[src/rtl/switch_pkg.sv]
package switch_pkg;

    // port counts and path widths
    localparam int MASTER_COUNT = 3;
    localparam int SLAVE_COUNT  = 4;
    localparam int ADDR_WIDTH   = 32;
    localparam int DATA_WIDTH   = 64;
    localparam int MID_WIDTH    = 2;

    // master identifiers, lowest number wins a round-robin tie after reset
    localparam logic [MID_WIDTH-1:0] MASTER_FETCH = 2'h0;
    localparam logic [MID_WIDTH-1:0] MASTER_DATA  = 2'h1;
    localparam logic [MID_WIDTH-1:0] MASTER_DMA   = 2'h2;

    // slave port index, taken from the top two address bits
    localparam int SLAVE_SEL_MSB = 31;
    localparam int SLAVE_SEL_LSB = 30;
    localparam logic [1:0] SLAVE_FLASH  = 2'h0;
    localparam logic [1:0] SLAVE_CALIB  = 2'h1;
    localparam logic [1:0] SLAVE_SRAM   = 2'h2;
    localparam logic [1:0] SLAVE_BRIDGE = 2'h3;

    // reset values
    localparam logic [MID_WIDTH-1:0] LAST_GRANT_RESET = MASTER_DMA;
    localparam logic [1:0]           PRIORITY_RESET   = 2'h0;

    // request from a master toward the switch
    typedef struct packed {
        logic                  valid;
        logic                  write;
        logic                  last;   // final beat of the master's transactions
        logic [1:0]            prio;
        logic [ADDR_WIDTH-1:0] addr;
        logic [DATA_WIDTH-1:0] wdata;
    } master_req_s;

    // answer returned to a master
    typedef struct packed {
        logic                  ready;
        logic [DATA_WIDTH-1:0] rdata;
    } master_rsp_s;

    // request presented on a slave port
    typedef struct packed {
        logic                  valid;
        logic                  write;
        logic [MID_WIDTH-1:0]  master;
        logic [ADDR_WIDTH-1:0] addr;
        logic [DATA_WIDTH-1:0] wdata;
    } slave_req_s;

    // answer from a slave port
    typedef struct packed {
        logic                  ready;
        logic [DATA_WIDTH-1:0] rdata;
    } slave_rsp_s;

endpackage : switch_pkg

[src/rtl/multi_port_switch.sv]
module multi_port_switch
    import switch_pkg::*;
(
    input  wire logic        sys_clk,
    input  wire logic        reset_n,
    input  wire master_req_s fetch_req,
    input  wire master_req_s data_req,
    input  wire master_req_s dma_master_req,
    output master_rsp_s      fetch_rsp,
    output master_rsp_s      data_rsp,
    output master_rsp_s      dma_master_rsp,
    output slave_req_s       flash_req,
    output slave_req_s       calib_req,
    output slave_req_s       sram_req,
    output slave_req_s       bridge_req,
    input  wire slave_rsp_s  flash_rsp,
    input  wire slave_rsp_s  calib_rsp,
    input  wire slave_rsp_s  sram_rsp,
    input  wire slave_rsp_s  bridge_rsp
);

    master_req_s mreq [MASTER_COUNT];
    master_rsp_s mrsp [MASTER_COUNT];
    master_rsp_s next_mrsp [MASTER_COUNT];
    slave_req_s  sreq [SLAVE_COUNT];
    slave_req_s  next_sreq [SLAVE_COUNT];
    slave_rsp_s  srsp [SLAVE_COUNT];

    // owner state per slave port
    logic [SLAVE_COUNT-1:0] owned;
    logic [SLAVE_COUNT-1:0] next_owned;
    logic [MID_WIDTH-1:0]   owner      [SLAVE_COUNT];
    logic [MID_WIDTH-1:0]   next_owner [SLAVE_COUNT];
    logic [MID_WIDTH-1:0]   last_grant      [SLAVE_COUNT];
    logic [MID_WIDTH-1:0]   next_last_grant [SLAVE_COUNT];
    logic [MASTER_COUNT-1:0] busy;      // request issued, waiting for slave ready
    logic [MASTER_COUNT-1:0] next_busy;

    // fixed role of each master and slave port
    assign mreq[MASTER_FETCH] = fetch_req;
    assign mreq[MASTER_DATA]  = data_req;
    assign mreq[MASTER_DMA]   = dma_master_req;
    assign fetch_rsp          = mrsp[MASTER_FETCH];
    assign data_rsp           = mrsp[MASTER_DATA];
    assign dma_master_rsp     = mrsp[MASTER_DMA];
    assign flash_req          = sreq[SLAVE_FLASH];
    assign calib_req          = sreq[SLAVE_CALIB];
    assign sram_req           = sreq[SLAVE_SRAM];
    assign bridge_req         = sreq[SLAVE_BRIDGE];
    assign srsp[SLAVE_FLASH]  = flash_rsp;
    assign srsp[SLAVE_CALIB]  = calib_rsp;
    assign srsp[SLAVE_SRAM]   = sram_rsp;
    assign srsp[SLAVE_BRIDGE] = bridge_rsp;

    // arbitration, one independent arbiter per slave port
    always_comb begin
        logic [MASTER_COUNT-1:0] want;
        logic [1:0]              best_prio;
        logic                    found;
        logic [MID_WIDTH-1:0]    pick;
        logic [MID_WIDTH-1:0]    cand;
        logic [MID_WIDTH-1:0]    cur;
        logic                    done;
        want      = '0;
        best_prio = PRIORITY_RESET;
        found     = 1'b0;
        pick      = '0;
        cand      = '0;
        cur       = '0;
        done      = 1'b0;
        next_owned = owned;
        next_busy  = busy;
        for (int m = 0; m < MASTER_COUNT; m++) begin
            next_mrsp[m] = '{ready: 1'b0, rdata: mrsp[m].rdata};
        end
        for (int s = 0; s < SLAVE_COUNT; s++) begin
            next_owner[s]      = owner[s];
            next_last_grant[s] = last_grant[s];
            next_sreq[s]       = sreq[s];
            next_sreq[s].valid = 1'b0;
        end
        for (int s = 0; s < SLAVE_COUNT; s++) begin
            // a finished beat frees the owner; last beat releases the port
            if (sreq[s].valid && srsp[s].ready) begin
                cur                 = sreq[s].master;
                next_busy[cur]      = 1'b0;
                next_mrsp[cur].ready = 1'b1;
                next_mrsp[cur].rdata = srsp[s].rdata;
                if (mreq[cur].last) begin
                    next_owned[s] = 1'b0;
                end
            end
            // masters idle enough to issue a new beat toward this slave
            for (int m = 0; m < MASTER_COUNT; m++) begin
                want[m] = mreq[m].valid && !busy[m] && !mrsp[m].ready
                    && (mreq[m].addr[SLAVE_SEL_MSB:SLAVE_SEL_LSB] == 2'(s));
            end
            if (!owned[s]) begin
                // highest priority among requesters
                found     = 1'b0;
                best_prio = PRIORITY_RESET;
                for (int m = 0; m < MASTER_COUNT; m++) begin
                    if (want[m] && (!found || mreq[m].prio > best_prio)) begin
                        best_prio = mreq[m].prio;
                        found     = 1'b1;
                    end
                end
                // round-robin among equals, starting after the last grant
                done = 1'b0;
                pick = '0;
                for (int k = 1; k <= MASTER_COUNT; k++) begin
                    cand = MID_WIDTH'((int'(last_grant[s]) + k) % MASTER_COUNT);
                    if (!done && want[cand] && mreq[cand].prio == best_prio) begin
                        pick = cand;
                        done = 1'b1;
                    end
                end
                if (found) begin
                    next_owned[s]      = 1'b1;
                    next_owner[s]      = pick;
                    next_last_grant[s] = pick;
                end
            end else if (!sreq[s].valid && want[owner[s]]) begin
                pick = owner[s];
                done = 1'b1;
                found = 1'b1;
            end else begin
                found = 1'b0;
            end
            // launch the owner's beat; losers see no ready and stay pending
            if (found && (!owned[s] || !sreq[s].valid)) begin
                next_busy[pick]     = 1'b1;
                next_sreq[s].valid  = 1'b1;
                next_sreq[s].write  = mreq[pick].write;
                next_sreq[s].master = pick;
                next_sreq[s].addr   = mreq[pick].addr;
                next_sreq[s].wdata  = mreq[pick].wdata;
            end else if (sreq[s].valid && !srsp[s].ready) begin
                next_sreq[s].valid = 1'b1;  // hold until the slave accepts
            end
        end
    end

    // all ports registered; distinct slaves advance in parallel
    always_ff @(posedge sys_clk or negedge reset_n) begin
        if (!reset_n) begin
            owned <= '0;
            busy  <= '0;
            for (int s = 0; s < SLAVE_COUNT; s++) begin
                owner[s]      <= '0;
                last_grant[s] <= LAST_GRANT_RESET;
                sreq[s]       <= '0;
            end
            for (int m = 0; m < MASTER_COUNT; m++) begin
                mrsp[m] <= '0;
            end
        end else begin
            owned <= next_owned;
            busy  <= next_busy;
            for (int s = 0; s < SLAVE_COUNT; s++) begin
                owner[s]      <= next_owner[s];
                last_grant[s] <= next_last_grant[s];
                sreq[s]       <= next_sreq[s];
            end
            for (int m = 0; m < MASTER_COUNT; m++) begin
                mrsp[m] <= next_mrsp[m];
            end
        end
    end

endmodule : multi_port_switch

[config.mk]
export PLATFORM = sky130hd
export DESIGN_NAME = multi_port_switch
export DESIGN_NICKNAME = d
export VERILOG_FILES = /design/src/rtl/switch_pkg.sv /design/src/rtl/multi_port_switch.sv
export SDC_FILE = /design/constraint.sdc
export NUM_CORES = 2
export LEC_CHECK = 0
export ABC_AREA = 1
export BUFFER_PORTS_ARGS = -buffer_cell sky130_fd_sc_hd__buf_2
export CAP_MARGIN = 15
export CORE_AREA = 5 5 443 445
export DETAILED_ROUTE_END_ITERATION = 6
export DIE_AREA = 0 0 448 450
export GPL_ROUTABILITY_DRIVEN = 0
export PLACE_DENSITY = 0.44
export SLEW_MARGIN = 20
export SYNTH_ARGS = -nofsm -noshare
export SYNTH_HDL_FRONTEND = slang
export SYNTH_SLANG_ARGS = --single-unit
[constraint.sdc]
create_clock -name sys_clk -period 11.2 [get_ports sys_clk]
set_input_delay 1.12 -clock sys_clk [delete_from_list [all_inputs] [get_ports sys_clk]]
set_output_delay 1.12 -clock sys_clk [all_outputs]
set_load 0.01 [all_outputs]
## Word-level counts from Yosys, hierarchy flattened

Index checks and enable logic that the tools add are counted.

- Input bits: 565
- Output and inout port bits: 595
- Word-level logic and storage cells: 568
- Register bits: 618

- Equality and inequality tests: 21
- Bitwise logic cells: 36
- Add/subtract/negate cells: 12
- Magnitude comparators: 64
- Divide/modulo/power cells: 12
- Reduce and logical (&&, ||, !) cells: 127
- Multiplexer cells: 260

Operators with widths:

| cell | count |
|---|---|
| $bmux 101 s2 | 20 |
| $mux 98 | 24 |
| $bwmux 195 | 8 |
| $demux 65 s2 | 8 |
| $mux 100 | 8 |
| $mux 99 | 8 |
| $mux 195 | 4 |
| $mod 32x3->32 const B | 12 |
| $mux 65 | 4 |
| $mux 64 | 4 |
| $mux 1 | 96 |
| $mux 2 | 44 |
| $logic_and 1x1->1 | 74 |
| $lt 2x3->1 const B | 24 |
| $ge 3x3->1 const B | 20 |
| $not 2->3 | 20 |
| $logic_not 1->1 | 34 |
| $bmux 1 s2 | 16 |
| $add 2x2->3 const B | 8 |
| $eq 2x2->1 | 12 |
| $mux 3 | 8 |
| $demux 1 s2 | 8 |
| $ge 2x1->1 const B | 8 |
| $gt 2x2->1 | 8 |
| 11 further kinds | 52 |

## Logic depth before layout (Yosys ltp)

- Word-level depth: 48
- Gate-level depth with buffers: 43
- Gate-level depth less buffers: 42

## Worst setup path before layout

OpenSTA, ideal clock, no wires.

- Path kind: input to register
- Start: input data_req[96] in the netlist's numbering
- End: register sreq, in the netlist bridge_req[42]
- Stages: 37
- Required time: 11083 ps
- Setup slack: 6266 ps
- Setup time: 117 ps
- Data arrival time: 4817 ps
- Buffers on the path: 3
- Path through: buf_2 -> clkinv_1 -> ha_1 -> nand2_1 -> nand2_1 -> nand2_1 -> nand2_1 -> nand2_1 -> nand2_1 -> ha_1 -> inv_1 -> nor2_1 -> o21ai_0 -> nand2_1 -> nand2_2 -> inv_2 -> nand2_1 -> nand2_1 -> nor2_1 -> nor2_2 -> nand2_2 -> nand3_1 -> nand2_1 -> o21ai_2 -> nand2_4 -> nand2_1 -> nand2_1 -> nand2_2 -> nand2_1 -> nand3_2 -> nand2_4 -> buf_4 -> buf_2 -> nand3_1 -> nand2_1 -> nand2_1 -> nand2_1

- Cells in the longest elaborated chain, start to end: 34
- Elaborated cells on any way between the ends: 171
- Classes of those cells: 8 x order compare; 12 x eq/ne; 101 x mux; 1 x bitwise; 49 x reduce/logical

Ends and longest elaborated chain:

| item | RTL line | source |
|---|---|---|
| from (decl) | multi_port_switch.sv:7 | `input wire master_req_s data_req,` |
| $gt 2x2->1 | multi_port_switch.sv:103 | `if (want[m] && (!found \|\| mreq[m].prio > best_prio)) begin` |
| $logic_or 1x1->1 | multi_port_switch.sv:103 |  |
| $logic_and 1x1->1 | multi_port_switch.sv:103 |  |
| $mux 2 or $mux 1 (tied branches) | multi_port_switch.sv:103 |  |
| $mux 2 or $mux 1 (tied branches) | multi_port_switch.sv:98 | `if (!owned[s]) begin` |
| $gt 2x2->1 or $logic_not 1->1 (tied branches) | multi_port_switch.sv:103 |  |
| $logic_or 1x1->1 | multi_port_switch.sv:103 |  |
| $logic_and 1x1->1 | multi_port_switch.sv:103 |  |
| [17 not listed] | - |  |
| $mux 2 | multi_port_switch.sv:98 |  |
| $mux 2 | multi_port_switch.sv:123 | `end else if (!sreq[s].valid && want[owner[s]]) begin` |
| $mux 2 | multi_port_switch.sv:98 |  |
| $mux 2 | multi_port_switch.sv:123 |  |
| $mux 2 | multi_port_switch.sv:98 |  |
| $not 2->3 (not written as such) | multi_port_switch.sv:137 | `next_sreq[s].wdata = mreq[pick].wdata;` |
| $bmux 101 s2 | multi_port_switch.sv:137 |  |
| $mux 100 (not written as such) (2 in series) | multi_port_switch.sv:137 |  |
| to (signal, indexed assignment) | multi_port_switch.sv:163 | `sreq[s] <= next_sreq[s];` |
| to (decl) | multi_port_switch.sv:25 | `slave_req_s sreq [SLAVE_COUNT];` |

Parallel ways exist; a longest one is shown, timed or not. The select of a mux whose other input is x is not followed.
A chain may end at the register's enable or synchronous reset.

## Worst setup path in the final report

- Start: input fetch_req[94] in the netlist's numbering
- End: register sreq, in the netlist bridge_req[82]

- Cells in the longest elaborated chain, start to end: 38
- Elaborated cells on any way between the ends: 201
- Classes of those cells: 8 x order compare; 15 x eq/ne; 115 x mux; 1 x bitwise; 62 x reduce/logical

Ends and longest elaborated chain:

| item | RTL line | source |
|---|---|---|
| from (decl) | multi_port_switch.sv:6 | `input wire master_req_s fetch_req,` |
| $logic_not 2->1 | multi_port_switch.sv:96 | `&& (mreq[m].addr[SLAVE_SEL_MSB:SLAVE_SEL_LSB] == 2'(s));` |
| $logic_and 1x1->1 | multi_port_switch.sv:96 |  |
| $mux 2 or $mux 1 (tied branches) | multi_port_switch.sv:103 |  |
| $mux 2 or $mux 1 (tied branches) | multi_port_switch.sv:98 |  |
| $gt 2x2->1 or $logic_not 1->1 (tied branches) | multi_port_switch.sv:103 |  |
| $logic_or 1x1->1 | multi_port_switch.sv:103 |  |
| $logic_and 1x1->1 | multi_port_switch.sv:103 |  |
| $mux 2 or $mux 1 (tied branches) | multi_port_switch.sv:103 |  |
| [21 not listed] | - |  |
| $mux 2 | multi_port_switch.sv:98 |  |
| $mux 2 | multi_port_switch.sv:123 |  |
| $mux 2 | multi_port_switch.sv:98 |  |
| $mux 2 | multi_port_switch.sv:123 |  |
| $mux 2 | multi_port_switch.sv:98 |  |
| $not 2->3 (not written as such) | multi_port_switch.sv:136 | `next_sreq[s].addr = mreq[pick].addr;` |
| $bmux 101 s2 | multi_port_switch.sv:136 |  |
| $mux 100 (2 in series) | - |  |

Parallel ways exist; a longest one is shown, timed or not. The select of a mux whose other input is x is not followed.

==> impl_metrics.py <==
metrics = {
    "clock_network": {
        "cts.sinks": 614,
        "cts_setup_buffers": 0,
        "numCtsBuffers": 85,
        "h-tree-depth": 3,
        "cts_buffer_depth": 3,
        "clk_pin_slew_ps": 70,
        "clk_latency_ps": 720,
        "tritoncts": "yes",
        "cts_resized": 0,
        "postCtsHoldBufs": 0,
        "cts-root-buf": "clkbuf_16",
    },
    "sta": {
        "finalHoldViolCount": 0,
        "finClkSkew_ps": 32.1,
        "slew_viol_final": 0,
        "fin_crit_ps": 7360,
        "setup_slack_ps": 3840,
        "relSlewSlack_pct": 23.1,
        "tightest_slew_ps": 1150,
        "fmax_mhz": 136,
        "fin_crit_sh_pct": 65.7,
        "rsz0062_at_grt": "no",
        "setup-tns-final_ps": 0,
        "setup_viol": 0,
    },
    "setup_path": {
        "required_ps": 11830,
        "crit_arrival_ps": 8000,
        "cp-start-kind": "input pin",
        "cp_slowest_stage_delay_ps": 810,
        "cp_common_cell": "nand2_1",
        "crit_fanout": 58,
        "slowest_stage": "buf_4",
        "critPathCaptureType": "flip-flop",
        "path_class": "in -> reg",
    },
    "power_and_ir_drop": {
        "p_switching_mw": 8.82,
        "clockPowerShare_pct": 16.7,
        "seqPwrFrac_pct": 25.9,
        "p_per_area_mw_per_mm2": 344,
        "vdd_drop_max_mv": 0.172,
        "p_total_mw": 16.7,
        "intPower_mw": 7.85,
        "p_leak_nw": 23.8,
        "swShare_pct": 52.9,
        "combPwrFrac_pct": 57.4,
    },
    "yosys": {
        "synth_common_cells": "nand2_1, dfrtp_1, nand3_1, inv_1",
        "synth-main-ff-cell": "dfrtp_1",
        "yosys.area.top_type": "dfrtp_1",
        "syn_inst": 5111,
        "synth_most_common_cell": "nand2_1",
        "synth.avg_cell_area_sq_um": 7.33,
        "ys_seq_elements": 614,
        "synth-seq-area-share_pct": 41.0,
        "syn_nets": 5708,
        "synth_top_area_share_pct": 40.7,
        "async_flop_share_pct": 100,
        "synth_enable_flop_cells": 0,
        "syn_area_sq_mm": 0.0375,
        "synthTopCellsByArea": "dfrtp_1, nand2_1, nand3_1",
        "yosysUniqueCellTypes": 51,
        "yosysWarnings": 0,
    },
    "routing": {
        "routedWlPerCell_um": 31.0,
        "drcViolationCount": 0,
        "ant_nets": 0,
        "via_per_inst": 5.16,
        "drtIter0Drc": 5210,
        "routed_wl_um": 270000,
        "drtPass1Iterations": 6,
        "vias": 44969,
    },
    "finish": {
        "drive_gt1_share_pct": 23.6,
        "area_delta_synth_final_pct": 29.2,
        "finalNetCount": 6629,
        "final_area_sq_mm": 0.0484,
        "final_cells": 8713,
        "fill_cells": 21397,
    },
    "floorplanning": {
        "num_rows": 161,
        "ios": 1160,
        "design.die.area_sq_mm": 0.202,
        "core_region_area_sq_mm": 0.192,
        "die_x_um": 448,
        "chipHeight_um": 450,
        "start_util_pct": 19.5,
    },
    "placed_design": {
        "io_buffers": 1159,
        "place_hpwl_um": 190000,
        "placed_cell_area_sq_mm": 0.0455,
        "place_ws_ps": 3160,
        "place_inst": 8471,
    },
    "global_route": {
        "antenna_found_initial": 176,
        "grt_pass1_wl_um": 367000,
        "grt_pass1_vias": 41999,
        "grt_max_degree": 149,
        "global_route.usage.total_pct": 25.5,
        "grt.overflow.total": 0,
    },
    "worst_hold_path": {
        "hold_class": "in -> async",
    },
    "job": {
        "cap_violations": 0,
    },
    "status": {
        "status": "finished clean",
    },
}
[power groups by stage]
stage,clock network (mW),registers [mW],logic [mW]
3_3_place_gp,0,4.28,9.53
2_1_floorplan,0,4.50,4.75
4_1_cts,2.84,4.27,9.60
5_1_grt,2.92,4.40,10.3
3_5_place_dp,0,4.29,9.57
6_report,2.79,4.31,9.57
[cells by family after synthesis]
logic type,count (synthesis),share of synthesized area [%]
simple gates,2498,27.2
compound gates,1169,21.6
buf+inv,764,8.17
flops,614,41.0
fa+ha+maj,32,1.07
mux,30,0.801
xor+xnor,4,0.0935
[final cells by class]
cell class	count	area [sq um]	share of cell area (%)
multi-input cells	3733	19200	39.7
flip-flops and latches	614	15400	31.7
well taps	2526	3160	6.53
diodes	92	230	0.475
clock inverters	26	283	0.584
inverters	381	1460	3.02
repair buffers	1217	6280	13.0
clock buffers	124	2430	5.03
[critical path, delay by kind of cell]
family	cells	cell delay, ps
compound gates	2	310
fa+ha+maj	2	620
buf+inv	5	1190
simple gates	32	4500
[cell usage in the layout (no fill, tap or decap), types with 12 or more instances in the layout]
| cell type | instances |
|---|---|
| o21ai_0 | 293 |
| a41oi_1 | 64 |
| inv_2 | 15 |
| inv_1 | 351 |
| buf_4 | 55 |
| dfrtp_1 | 610 |
| a221oi_1 | 28 |
| buf_2 | 1158 |
| o211ai_1 | 234 |
| ha_1 | 32 |
| a22oi_1 | 88 |
| nand2_2 | 15 |
| a31oi_1 | 95 |
| o2111ai_1 | 91 |
| o21a_1 | 38 |
| mux2i_1 | 30 |
| o221ai_1 | 82 |
| nor2_1 | 287 |
| clkbuf_16 | 85 |
| diode_2 | 92 |
| clkbuf_8 | 16 |
| a21oi_1 | 67 |
| clkinv_2 | 12 |
| o21bai_1 | 66 |
| nand2_1 | 1667 |
| nand3_1 | 460 |
| clkbuf_1 | 23 |
| nand2_4 | 13 |
[stage by stage]
stage / util [%] / hold slack [ps]
5_1_grt: 25.2 / 392
2_1_floorplan: - / 487
6_report: 25.3 / 372
3_5_place_dp: 23.7 / 460
4_1_cts: 25.1 / 396
3_3_place_gp: 23.7 / 462
[routing by layer]
layer	share of wire [%]	GRT usage, %
met5	0.23	0
met4	7.0	16.0
met3	10	8.82
met2	43	37.3
met1	40	32.0
[registers in the layout, summed over array words and instances, names as in the netlist, 8 cells and up]
register,flops
data_rsp,65
bridge_req,100
calib_req,100
flash_req,100
sram_req,100
owner,8
dma_master_rsp,65
fetch_rsp,65
[final timing paths]
path	from	endpoint	slack [ps]	cells after the start
worst max register to register	busy[0]$_DFF_PN0_	bridge_req[8]$_DFFE_PN0P_	3940	39
worst max-delay path	fetch_req[94]	bridge_req[82]$_DFFE_PN0P_	3840	41
worst min-delay path	reset_n	fetch_rsp[52]$_DFF_PN0_	370	1
max in group asynchronous	reset_n	calib_req[61]$_DFFE_PN0P_	8530	3
min in group sys_clk	bridge_req[0]$_DFFE_PN0P_	bridge_req[0]$_DFFE_PN0P_	480	2
worst min register to register	bridge_req[0]$_DFFE_PN0P_	bridge_req[0]$_DFFE_PN0P_	480	2
(Power assumes the default switching activity.)
